**config.mk**
```make
export PLATFORM = sky130hd
export DESIGN_NAME = tc_timer
export DESIGN_NICKNAME = d
export VERILOG_FILES = /design/src/tc_edge.v /design/src/tc_timer.v
export VERILOG_INCLUDE_DIRS = /design/src /design/src/src
export SDC_FILE = /design/constraint.sdc
export NUM_CORES = 1
export LEC_CHECK = 0
export ABC_AREA = 1
export BUFFER_PORTS_ARGS = -buffer_cell sky130_fd_sc_hd__buf_4
export CAP_MARGIN = 20
export CORE_AREA = 2 2 95 97
export DETAILED_ROUTE_END_ITERATION = 7
export DIE_AREA = 0 0 97 99
export PLACE_DENSITY = 0.85
export SKIP_CTS_REPAIR_TIMING = 1
export SYNTH_ARGS = -nofsm -noshare
export SYNTH_HDL_FRONTEND = slang
export SYNTH_SLANG_ARGS = --single-unit
```
**constraint.sdc**
```tcl
create_clock -name core_clk -period 3.4 [get_ports core_clk]
set_input_delay 0 -clock core_clk [delete_from_list [all_inputs] [get_ports core_clk]]
set_output_delay 0 -clock core_clk [all_outputs]
set_load 0.01 [all_outputs]
```
**src/tc_regs.vh**
```
// Register map, field positions and constants of the dual timer.
// Assumes an 8-bit register port with byte addresses.
`ifndef TC_REGS_VH
`define TC_REGS_VH
// Register addresses
`define TC_A_CTRL   8'h88
`define TC_A_MODE   8'h89
`define TC_A_TLA    8'h8A
`define TC_A_TLB    8'h8B
`define TC_A_THA    8'h8C
`define TC_A_THB    8'h8D
`define TC_A_PRE    8'h8E
`define TC_A_IEN    8'hA8
`define TC_A_IPR    8'hB8
`define TC_A_STS    8'h90
`define TC_A_MSK    8'h91
// Run and flag register fields
`define TC_B_TFB    7
`define TC_B_RUNB   6
`define TC_B_TFA    5
`define TC_B_RUNA   4
`define TC_B_EXB    3
`define TC_B_EXA    1
// Mode register fields
`define TC_F_MODEA  1:0
`define TC_B_SRCA   2
`define TC_F_MODEB  5:4
`define TC_B_SRCB   6
// Prescale, enable and priority fields
`define TC_B_PREA   0
`define TC_B_PREB   1
`define TC_B_PREC   2
`define TC_B_GIE    7
`define TC_B_IEB    3
`define TC_B_IEA    1
`define TC_B_IPB    3
`define TC_B_IPA    1
// Mode codes
`define TC_M_13     2'h0
`define TC_M_16     2'h1
`define TC_M_RELOAD 2'h2
`define TC_M_SPLIT  2'h3
// Divide-by-twelve prescaler, last count
`define TC_DIV_LAST 4'hB
// Reset values
`define TC_RST8     8'h00
`define TC_RST4     4'h0
`define TC_RST3     3'h0
`define TC_RST2     2'h0
// Writable bits of mode, enable and priority registers
`define TC_MASK_MODE 8'h77
`define TC_MASK_IEN  8'hEF
`define TC_MASK_IPR  8'h6F
// Prescale field and two-bit status or mask field
`define TC_F_PRE    2:0
`define TC_F_FLAGS  1:0
`endif

```
**src/tc_edge.v**
```verilog
// Count pin synchroniser and falling edge detector.
// Assumes the pin is asynchronous to core_clk.
`timescale 1ns/1ps
module tc_edge (
   // Clock and reset
   input  wire core_clk,
   input  wire rst,
   // Pin and event
   input  wire pin,
   output reg  fall
);
   reg sync_1;   // First stage, read by sync_2 only
   reg sync_2;   // Second stage
   reg last;     // Previous settled level

   // Two-stage crossing then high-to-low detection
   always @(posedge core_clk) begin
      if (rst) begin
         sync_1 <= 1'b1;
         sync_2 <= 1'b1;
         last   <= 1'b1;
         fall   <= 1'b0;
      end else begin
         sync_1 <= pin;
         sync_2 <= sync_1;
         last   <= sync_2;
         fall   <= last & ~sync_2;
      end
   end
endmodule // tc_edge

```
**src/tc_timer.v**
```verilog
// Two 16-bit timer/counters with run, mode, prescale and interrupt
// controls. Assumes an 8-bit register port on core_clk and vector
// acknowledge pulses from the processor core on the same clock.
//
// Chosen here: the plain strobed port.
`timescale 1ns/1ps
`include "tc_regs.vh"

////////////////////////////////////////////////////////////////////
// What this block does
// - Overflow sets flag; vectoring clears it
// - Run bit starts or stops each timer
// - Source bit picks clock or pin
// - Timer B modes: 13, 16, reload
// - Timer B mode three holds count
// - Timer A modes: 13 and 16 bit
// - Timer A reload copies high into low
// - Timer A split: two 8-bit timers
// - Mode register fields, bits 3,7 reserved
// - No counting without run bit
// - Prescale bit: divide by twelve or one
// - Priority bits three and one
// - Enabled flag raises interrupt request
// - Starting keeps count; software preloads
// - Pin falling edge adds one
// - Split high byte overflow uses timer B
module tc_timer (
   // Clock and reset
   input  wire       core_clk,
   input  wire       rst,
   // Register port
   input  wire [7:0] addr,
   input  wire [7:0] wdata,
   input  wire       wr,
   input  wire       rd,
   output reg  [7:0] rdata,
   // External count pins
   input  wire       timer_a_count_pin,
   input  wire       timer_b_count_pin,
   // Vector acknowledge from the core
   input  wire       vector_a,
   input  wire       vector_b,
   // Interrupt requests and priorities
   output reg        irq_req_a,
   output reg        irq_req_b,
   output reg        irq_prio_a,
   output reg        irq_prio_b,
   output reg        irq
);

   ////////////////////////////////////////////////////////////////
   // One count step for a timer, returns {overflow, high, low}
   function [16:0] tc_step;
      input [1:0] mode;
      input [7:0] hi;
      input [7:0] lo;
      begin
         tc_step = {1'b0, hi, lo};
         case (mode)
            // Five low bits carry into the high byte
            `TC_M_13: begin
               if (lo[4:0] == 5'h1F)
                  tc_step = {hi == 8'hFF, hi + 8'h01, lo[7:5], 5'h00};
               else
                  tc_step = {1'b0, hi, lo[7:5], lo[4:0] + 5'h01};
            end
            // Full sixteen bits
            `TC_M_16: begin
               tc_step = {{hi, lo} == 16'hFFFF, {hi, lo} + 16'h0001};
            end
            // Low byte reloads from the high byte
            `TC_M_RELOAD: begin
               if (lo == 8'hFF)
                  tc_step = {1'b1, hi, hi};
               else
                  tc_step = {1'b0, hi, lo + 8'h01};
            end
            // Low byte alone, high byte left to its own path
            `TC_M_SPLIT: begin
               tc_step = {lo == 8'hFF, hi, lo + 8'h01};
            end
            default: tc_step = {1'b0, hi, lo};
         endcase
      end
   endfunction

   ////////////////////////////////////////////////////////////////
   // Registers
   reg [7:0] tl_a;        // Timer A count low
   reg [7:0] th_a;        // Timer A count high
   reg [7:0] tl_b;        // Timer B count low
   reg [7:0] th_b;        // Timer B count high
   reg       tf_a;        // Timer A overflow flag
   reg       tf_b;        // Timer B overflow flag
   reg       run_a;       // Timer A run
   reg       run_b;       // Timer B run
   reg       ext_a;       // Edge flag A, storage only
   reg       ext_b;       // Edge flag B, storage only
   reg [7:0] mode_r;      // Mode select
   reg [2:0] pre_r;       // Prescale select
   reg [7:0] ien_r;       // Interrupt enables
   reg [7:0] ipr_r;       // Interrupt priorities
   reg [1:0] sts_r;       // Sticky overflow status
   reg [1:0] msk_r;       // Status mask
   reg [3:0] div_cnt;     // Divide-by-twelve counter
   reg       div_tick;    // One pulse per twelve cycles

   ////////////////////////////////////////////////////////////////
   // Synchronised pin edges
   wire [1:0] pins;       // Pins as a vector
   wire [1:0] fall;       // Falling edge pulses

   assign pins = {timer_b_count_pin, timer_a_count_pin};

   // One synchroniser per count pin
   genvar gi;
   generate
      for (gi = 0; gi < 2; gi = gi + 1) begin : g_pin
         tc_edge u_edge (
            .core_clk (core_clk),
            .rst      (rst),
            .pin      (pins[gi]),
            .fall     (fall[gi])
         );
      end
   endgenerate

   ////////////////////////////////////////////////////////////////
   // Field decode
   wire [1:0] mode_a;     // Timer A mode
   wire [1:0] mode_b;     // Timer B mode
   wire       src_a;      // Timer A counts pin
   wire       src_b;      // Timer B counts pin
   wire       split;      // Timer A in split mode

   assign mode_a = mode_r[`TC_F_MODEA];
   assign mode_b = mode_r[`TC_F_MODEB];
   assign src_a  = mode_r[`TC_B_SRCA];
   assign src_b  = mode_r[`TC_B_SRCB];
   assign split  = (mode_a == `TC_M_SPLIT);

   ////////////////////////////////////////////////////////////////
   // Tick selection
   wire tmr_a;            // Internal tick at A's rate
   wire tmr_b;            // Internal tick at B's rate
   wire tick_a;           // Timer A input tick
   wire tick_b;           // Timer B input tick

   // Prescale bit picks undivided or divided clock
   assign tmr_a  = pre_r[`TC_B_PREA] | div_tick;
   assign tmr_b  = pre_r[`TC_B_PREB] | div_tick;
   // Source bit picks pin edges or internal ticks
   assign tick_a = src_a ? fall[0] : tmr_a;
   assign tick_b = src_b ? fall[1] : tmr_b;

   ////////////////////////////////////////////////////////////////
   // Advance conditions and overflow events
   wire        adv_a;     // Timer A steps
   wire        adv_h;     // Split high byte steps
   wire        adv_b;     // Timer B steps
   wire [16:0] st_a;      // Timer A next state
   wire [16:0] st_b;      // Timer B next state
   wire        ev_a;      // Timer A overflow event
   wire        ev_b;      // Timer B or split high overflow

   // Nothing counts while its run bit is low
   assign adv_a = run_a & tick_a;
   // Split high byte is a timer only, on timer B's run bit
   assign adv_h = split & run_b & tmr_a;
   // Timer B halts in its mode three or while A is split
   assign adv_b = run_b & tick_b & ~split & (mode_b != `TC_M_SPLIT);

   assign st_a = tc_step(mode_a, th_a, tl_a);
   assign st_b = tc_step(mode_b, th_b, tl_b);

   assign ev_a = adv_a & st_a[16];
   assign ev_b = (adv_b & st_b[16]) | (adv_h & (th_a == 8'hFF));

   ////////////////////////////////////////////////////////////////
   // Write decode
   wire w_ctrl;           // Run and flag register write
   wire w_tla;            // Timer A low write
   wire w_tha;            // Timer A high write
   wire w_tlb;            // Timer B low write
   wire w_thb;            // Timer B high write

   assign w_ctrl = wr & (addr == `TC_A_CTRL);
   assign w_tla  = wr & (addr == `TC_A_TLA);
   assign w_tha  = wr & (addr == `TC_A_THA);
   assign w_tlb  = wr & (addr == `TC_A_TLB);
   assign w_thb  = wr & (addr == `TC_A_THB);

   ////////////////////////////////////////////////////////////////
   // Divide-by-twelve prescaler, free running
   always @(posedge core_clk) begin
      if (rst) begin
         div_cnt  <= `TC_RST4;
         div_tick <= 1'b0;
      end else begin
         // Wrap after the last count
         if (div_cnt == `TC_DIV_LAST) begin
            div_cnt  <= `TC_RST4;
            div_tick <= 1'b1;
         end else begin
            div_cnt  <= div_cnt + 4'h1;
            div_tick <= 1'b0;
         end
      end
   end

   ////////////////////////////////////////////////////////////////
   // Timer A count; a write wins over a step
   always @(posedge core_clk) begin
      if (rst) begin
         tl_a <= `TC_RST8;
         th_a <= `TC_RST8;
      end else begin
         // Low byte: software load, else step
         if (w_tla)
            tl_a <= wdata;
         else if (adv_a)
            tl_a <= st_a[7:0];
         // High byte: load, split step, or carry
         if (w_tha)
            th_a <= wdata;
         else if (adv_h)
            th_a <= th_a + 8'h01;
         else if (adv_a)
            th_a <= st_a[15:8];
      end
   end

   ////////////////////////////////////////////////////////////////
   // Timer B count; held when not advancing
   always @(posedge core_clk) begin
      if (rst) begin
         tl_b <= `TC_RST8;
         th_b <= `TC_RST8;
      end else begin
         // Low byte
         if (w_tlb)
            tl_b <= wdata;
         else if (adv_b)
            tl_b <= st_b[7:0];
         // High byte
         if (w_thb)
            th_b <= wdata;
         else if (adv_b)
            th_b <= st_b[15:8];
      end
   end

   ////////////////////////////////////////////////////////////////
   // Run and flag register; a set wins over any clear
   always @(posedge core_clk) begin
      if (rst) begin
         tf_a  <= 1'b0;
         tf_b  <= 1'b0;
         run_a <= 1'b0;
         run_b <= 1'b0;
         ext_a <= 1'b0;
         ext_b <= 1'b0;
      end else begin
         // Run bits never touch the count
         if (w_ctrl) begin
            run_a <= wdata[`TC_B_RUNA];
            run_b <= wdata[`TC_B_RUNB];
            ext_a <= wdata[`TC_B_EXA];
            ext_b <= wdata[`TC_B_EXB];
         end
         // Overflow sets, vectoring clears, a write loads the written bit
         if (ev_a)
            tf_a <= 1'b1;
         else if (w_ctrl)
            tf_a <= wdata[`TC_B_TFA];
         else if (vector_a)
            tf_a <= 1'b0;
         // Same for timer B, fed also by split high byte
         if (ev_b)
            tf_b <= 1'b1;
         else if (w_ctrl)
            tf_b <= wdata[`TC_B_TFB];
         else if (vector_b)
            tf_b <= 1'b0;
      end
   end

   ////////////////////////////////////////////////////////////////
   // Configuration registers
   always @(posedge core_clk) begin
      if (rst) begin
         mode_r <= `TC_RST8;
         pre_r  <= `TC_RST3;
         ien_r  <= `TC_RST8;
         ipr_r  <= `TC_RST8;
         msk_r  <= `TC_RST2;
      end else if (wr) begin
         case (addr)
            // Bits 3 and 7 stay zero
            `TC_A_MODE: mode_r <= wdata & `TC_MASK_MODE;
            `TC_A_PRE:  pre_r  <= wdata[`TC_F_PRE];
            `TC_A_IEN:  ien_r  <= wdata & `TC_MASK_IEN;
            `TC_A_IPR:  ipr_r  <= wdata & `TC_MASK_IPR;
            `TC_A_MSK:  msk_r  <= wdata[`TC_F_FLAGS];
            default: ;
         endcase
      end
   end

   ////////////////////////////////////////////////////////////////
   // Sticky status, write one to clear; an event wins
   always @(posedge core_clk) begin
      if (rst) begin
         sts_r <= `TC_RST2;
      end else begin
         if (wr && (addr == `TC_A_STS))
            sts_r <= (sts_r & ~wdata[`TC_F_FLAGS]) | {ev_b, ev_a};
         else
            sts_r <= sts_r | {ev_b, ev_a};
      end
   end

   ////////////////////////////////////////////////////////////////
   // Interrupt outputs, all registered
   always @(posedge core_clk) begin
      if (rst) begin
         irq_req_a  <= 1'b0;
         irq_req_b  <= 1'b0;
         irq_prio_a <= 1'b0;
         irq_prio_b <= 1'b0;
         irq        <= 1'b0;
      end else begin
         // Flag and enables form the request
         irq_req_a  <= tf_a & ien_r[`TC_B_IEA] & ien_r[`TC_B_GIE];
         irq_req_b  <= tf_b & ien_r[`TC_B_IEB] & ien_r[`TC_B_GIE];
         // Priority level follows the priority register
         irq_prio_a <= ipr_r[`TC_B_IPA];
         irq_prio_b <= ipr_r[`TC_B_IPB];
         // Any unmasked sticky bit
         irq        <= |(sts_r & msk_r);
      end
   end

   ////////////////////////////////////////////////////////////////
   // Read data, one cycle after the strobe; unmapped reads zero
   always @(posedge core_clk) begin
      if (rst || !rd) begin
         rdata <= `TC_RST8;
      end else begin
         case (addr)
            `TC_A_CTRL: rdata <= {tf_b, run_b, tf_a, run_a, ext_b, 1'b0, ext_a, 1'b0};
            `TC_A_MODE: rdata <= mode_r;
            `TC_A_TLA:  rdata <= tl_a;
            `TC_A_TLB:  rdata <= tl_b;
            `TC_A_THA:  rdata <= th_a;
            `TC_A_THB:  rdata <= th_b;
            `TC_A_PRE:  rdata <= {5'h00, pre_r};
            `TC_A_IEN:  rdata <= ien_r;
            `TC_A_IPR:  rdata <= ipr_r;
            `TC_A_STS:  rdata <= {6'h00, sts_r};
            `TC_A_MSK:  rdata <= {6'h00, msk_r};
            default:    rdata <= `TC_RST8;
         endcase
      end
   end

endmodule // tc_timer

```
# Yosys cells after proc, flatten, opt, wreduce, memory -nomap -nowiden
# Index checks and enable logic that the tools add are counted.
[totals] regBits=90 input_bits=24 output_inout_bits=13 wordCells=157
[op_classes] addsub=9 n_eq_ne=35 n_mux=26 n_bitwise=31 n_reduce_logical=22
[op_table] cell="case mux 17 bit (4 select lines)" count=2
[op_table] cell="== test 8 bit (second input constant)" count=15
[op_table] cell="case mux 8 bit (11 select lines)" count=1
[op_table] cell="2-to-1 mux 8 bit" count=9
[op_table] cell="2-to-1 mux 17 bit" count=4
[op_table] cell="adder 16 x 1 -> 16 bit (second input constant)" count=2
[op_table] cell="adder 8 x 1 -> 8 bit (second input constant)" count=4
[op_table] cell="== test 16 bit (second input constant)" count=2
[op_table] cell="bitwise AND 1 bit" count=20
[op_table] cell="AND reduction 2 bit" count=7
[op_table] cell="adder 5 x 1 -> 5 bit (second input constant)" count=2
[op_table] cell="== test 5 bit (second input constant)" count=2
[op_table] cell="inequality test 2 bit (second input constant)" count=5
[op_table] cell="2-to-1 mux 1 bit" count=9
[op_table] cell="nonzero test 3 bit" count=3
[op_table] cell="== test 2 bit (second input constant)" count=4
[op_table] cell="AND reduction 4 bit" count=2
[op_table] cell="inequality test 3 bit (second input constant)" count=2
[op_table] cell="nonzero test 2 bit" count=3
[op_table] cell="adder 4 x 1 -> 4 bit (second input constant)" count=1
[op_table] cell="bitwise AND 2 bit" count=2
[op_table] cell="== test 2 x 1 -> 1 bit (second input constant)" count=2
[op_table] cell="== test 4 bit (second input constant)" count=1
[op_table] cell="zero test 2 bit" count=2
[op_table] cell="11 further kinds" count=17

# Depth between registers and ports, before layout
[logic_depth] depth_word=9 mapped_depth=12 depth_no_buf=12

# Cells and area by module
# A second synthesis with hierarchy kept.
[unflattened] hier_cells=912 hier_area_um2=5587.9
[modules_own_cells] module="tc_timer" instances=1 cells_each=892 area_each_um2=5367.6 seq_area_each_um2=1641.6
[modules_own_cells] module="tc_edge" instances=2 cells_each=10 area_each_um2=110.1 seq_area_each_um2=80.1

# Least setup slack after synthesis
# Ideal clock, no wire load.
[synth_timing] kind="flip-flop to flip-flop" startpoint="reg tl_a[0]" endpoint="reg th_a[3]" setup_time_ns=0.117 arrival_ns=1.584 required_ns=3.283 path_slack_ns=1.699 path_stages_with_launch=12 n_path_buf=0 synth_period_minus_slack_ns=1.701 path_cell_list="dfxtp_1 -> ha_1 -> nand2_1 -> nor2_1 -> ha_1 -> inv_1 -> nand2_1 -> nand3_2 -> inv_1 -> nand2_1 -> nor2_1 -> nor2_1"
[synth_between] elab_chain_len=5 elab_cells_between_ends=8 cone_classes="add/sub: 1; eq/ne: 2; mux: 4; reduce/logical: 1"
[synth_rtl] item="from (decl)" line="tc_timer.v:89" rtl="reg [7:0] tl_a;"
[synth_rtl] item="from (signal assigned)" line="tc_timer.v:215" rtl="tl_a <= `TC_RST8;"
[synth_rtl] item="from (signal assigned)" line="tc_timer.v:220" rtl="tl_a <= wdata;"
[synth_rtl] item="from (signal assigned)" line="tc_timer.v:222" rtl="tl_a <= st_a[7:0];"
[synth_rtl] item="adder 16 x 1 -> 16 bit" line="tc_timer.v:69" rtl="tc_step = {{hi, lo} == 16'hFFFF, {hi, lo} + 16'h0001};"
[synth_rtl] item="case mux 17 bit (4 select lines)" line="tc_timer.v:59" rtl="case (mode)"
[synth_rtl] item="2-to-1 mux 8 bit" line="tc_timer.v:228" rtl="else if (adv_a)"
[synth_rtl] item="2-to-1 mux 8 bit" line="tc_timer.v:226" rtl="else if (adv_h)"
[synth_rtl] item="2-to-1 mux 8 bit" line="tc_timer.v:224" rtl="if (w_tha)"
[synth_rtl] item="to (signal assigned)" line="tc_timer.v:225" rtl="th_a <= wdata;"
[synth_rtl] item="to (signal assigned)" line="tc_timer.v:227" rtl="th_a <= th_a + 8'h01;"
[synth_rtl] item="to (signal assigned)" line="tc_timer.v:229" rtl="th_a <= st_a[15:8];"
[synth_rtl] item="to (decl)" line="tc_timer.v:90" rtl="reg [7:0] th_a;"
# Parallel ways exist; a longest one is shown, timed or not. The select of a mux whose other input is x is not followed.
# A chain may end at the register's enable or synchronous reset.

# Final worst setup path
[layout_timing] startpoint="reg tl_a[0]" endpoint="reg th_a[1]"
# The elaborated chain is that of the path after synthesis.

==> out/results.ini <==
[setup_path]
r2r_cells=11
cp_top_family=simple AND/OR/NAND/NOR gates
cp.buffers_inverters=2
criticalPathCategory=reg -> reg
nature_of_the_critical_path_endpoint=flop
worstPathRequired_ns=3.66
worstPathArrival_ns=2.31
timing.critical_path.cells=ha_1, nand2_1, nor2_1, ha_1, inv_1, nand2_1, nand3_2, inv_1, nand2_1, nor2_1, nor2_1
worst-path-max-fanout=7
worstSetupPathDepth=11
crit_slowest_cell=sky130_fd_sc_hd__dfxtp_1
worstSetupStartpointType=flop
slowest_delay_ns=0.46

[worst_hold_path]
worstHoldPathCells=3
min-delay-path-class=in -> reg

[sta]
setup-violations-final=0
finalSetupTns_ns=0
max_slew_margin=0.3405
fmax_mhz=485.8
worstMarginPinSlew_ns=0.9881
final_hold_viol_count=0
final.period_utilization=0.6055
grt_setup_unrepaired=no
fin_worst_hold_slack_ns=0.02990
report.final.slew_viol_count=0
layout_min_cycle_time_ns=2.059
clock-skew-final_ns=0.01664

[yosys]
yosysUniqueCellTypes=29
syn-num-nets=942
ys_ff_latch=90
ys.flop_type=sky130_fd_sc_hd__dfxtp_1
synth_enable_flop_cells=0
portion_of_the_post_synthesis_area_used_by_sequential_elements=0.3235
avgSynthCellArea_um2=6.115
syn-cell-area_mm2=0.005570
count_of_synthesis_stage_warnings_from_yosys=0
postSynthCellCount=911
synthArstFlopShare=0

[pwr]
cellPowerDensity_mw_per_mm2=321.8
vdd_drop_max_mv=0.3181
static-leakage-power_nw=2.706

[clocking]
clock_sinks=90
clock_latency_ns=0.37
h-tree-depth=3
cts_max_path_buffers=2
cts_tree=built
cts-buffers-inserted=9
cts_root_buffer=sky130_fd_sc_hd__clkbuf_8
cts.reportedPaths.clkPinSlew_ns=0.11

[place]
postPlaceCellArea_mm2=0.005911
dp_hpwl_mm=13.19
placedCellCount=1040
port_buffers=36
routabilityCongestion=1.017

[die]
std_cell_rows=34
fp.dieW_um=97
initial_core_util=0.6514
core_mm2=0.008551
design.die.area_mm2=0.009603
io-pin-count=37
die_y_um=99

[final_layout]
drive_gt1_frac=0.1054
flow.area_growth_from_synthesis_pct=11.68
antenna_cells=0
stdcell_area_mm2=0.006221
layout.cells.non_filler=1066
final_nets=984
fin_util=0.7275

[run]
max_cap_violations=0

[global_routing]
grt_overflow=0
grt_antenna_before_repair=0
grt_first_pass_wirelength_mm=27.72
grt_start_max_net_pins=45
grt.total_usage=0.3594
first_global_vias=5810

[routing]
drt_first_pass_iters=8
post-route-drc-count=0
drtIter0Drc=579
route.detailed.wl_per_inst_um=16.55
vias=6236
antenna_left=0
ratio_of_routed_vias_to_standard_cells=5.850
finalWirelength_mm=17.64

[status]
status=complete, no violations

==> where the power goes <==
part	leakage, nW	internal, mW	total [mW]	switching [mW]
Sequential	0.727	1.06	1.07	0.00468
Clock	0.109	0.371	0.792	0.421
Combinational	1.87	0.0466	0.144	0.0971
Total	2.71	1.48	2.00	0.523
==> metal layers <==
metal | GRT usage | up-vias | part of all wire
met5 | 0 | - | 0
met4 | 0.1668 | 0 | 0.040
met1 | 0.4710 | 2787 | 0.40
met3 | 0.07092 | 61 | 0.11
li1 | - | 3015 | -
met2 | 0.5748 | 373 | 0.45
==> state kept, by name, summed over array words and instances (netlist names), 3 cells and up <==
register,flops
th_a,8
rdata,8
div_cnt,4
pre_r,3
ipr_r,6
ien_r,7
tl_b,8
mode_r,6
tl_a,8
th_b,8
==> worst register-to-register path, delay by kind of cell, from the launching register on <==
kind,cells,cell delay [ns]
AND/OR/NAND/NOR,7,0.80
flip-flops,1,0.46
adder cells (fa/ha/maj),2,0.50
buffers and inverters,2,0.18
==> final cells by class <==
| class | instances | area (um2) |
|---|---|---|
| clock inverter | 6 | 72.57 |
| fill | 727 | 2330 |
| tap | 108 | 135.1 |
| inverter | 123 | 461.7 |
| clock buffer | 10 | 137.6 |
| multi-input combinational | 682 | 3234 |
| sequential | 90 | 1802 |
| timing repair buffer | 47 | 377.9 |
==> through the flow <==
stage          power (mW)  worst slack [ns]
3_3_place_gp        1.216             1.511
6_report            2.002             1.341
3_5_place_dp        1.219             1.401
2_1_floorplan       1.160             1.699
4_1_cts             1.978             1.371
5_1_grt             2.058             1.150
==> worst paths after layout <==
check | from | end | slack (ns)
max | tl_a[0] | th_a[1] | 1.34
min | wdata[6] | ipr_r[6] | 0.03
max reg2reg | tl_a[0] | th_a[1] | 1.34
min reg2reg | g_pin[1].u_edge.last | g_pin[1].u_edge.fall | 0.42
==> synthesized netlist by cell type (all sizes together) (2+ instances only) <==
master    n  share of area
a21oi    80          0.072
buf       6         0.0063
clkbuf   10         0.0067
dfxtp    90           0.32
ha        7          0.016
inv     122          0.082
nand2   220           0.15
nand3    80          0.079
nand3b    3         0.0040
nand4    16          0.018
nor2    163           0.13
nor3     10          0.011
o211ai    2         0.0027
o21ai    81          0.073
or2       7         0.0079
xnor2     2         0.0031
xor2      9          0.014
==> logic make-up (layout without fill, tap and decap cells) <==
logic type,after synthesis,count (layout),share of synthesized area
and+or+nand+nor,499,499,0.3978
AOI/OAI and AO/OA,165,165,0.1498
buffers and inverters,139,186,0.09591
DFF,90,90,0.3235
xor gates and xnor gates,11,11,0.01730
adders and majority gates,7,7,0.01572
==> layout by cell type (no fill, tap or decap) <==
| master | instances |
|---|---|
| sky130_fd_sc_hd__nand3b_1 | 3 |
| sky130_fd_sc_hd__inv_6 | 2 |
| sky130_fd_sc_hd__nand2_1 | 211 |
| sky130_fd_sc_hd__nor2_4 | 11 |
| sky130_fd_sc_hd__o22ai_1 | 1 |
| sky130_fd_sc_hd__dlygate4sd3_1 | 10 |
| sky130_fd_sc_hd__clkinv_2 | 1 |
| sky130_fd_sc_hd__clkinv_1 | 1 |
| sky130_fd_sc_hd__nand4_1 | 16 |
| sky130_fd_sc_hd__inv_8 | 1 |
| sky130_fd_sc_hd__xor2_1 | 9 |
| sky130_fd_sc_hd__nand2_2 | 9 |
| sky130_fd_sc_hd__o31ai_1 | 1 |
| sky130_fd_sc_hd__bufinv_16 | 1 |
| sky130_fd_sc_hd__nand3_2 | 5 |
| sky130_fd_sc_hd__o21ai_0 | 78 |
| sky130_fd_sc_hd__nand3_1 | 74 |
| sky130_fd_sc_hd__ha_1 | 7 |
| sky130_fd_sc_hd__nor2_1 | 149 |
| sky130_fd_sc_hd__nand3_4 | 1 |
| sky130_fd_sc_hd__inv_1 | 111 |
| sky130_fd_sc_hd__xnor2_1 | 2 |
| sky130_fd_sc_hd__nor3_1 | 9 |
| sky130_fd_sc_hd__a21oi_1 | 80 |
| sky130_fd_sc_hd__o21ai_1 | 3 |
| sky130_fd_sc_hd__clkbuf_8 | 10 |
| sky130_fd_sc_hd__o211ai_1 | 2 |
| sky130_fd_sc_hd__inv_2 | 11 |
| sky130_fd_sc_hd__or2_2 | 7 |
| sky130_fd_sc_hd__nor3_4 | 1 |
| sky130_fd_sc_hd__buf_4 | 37 |
| sky130_fd_sc_hd__nor2_2 | 3 |
| sky130_fd_sc_hd__clkinv_4 | 1 |
| sky130_fd_sc_hd__dfxtp_1 | 90 |
(Power assumes the default switching activity.)
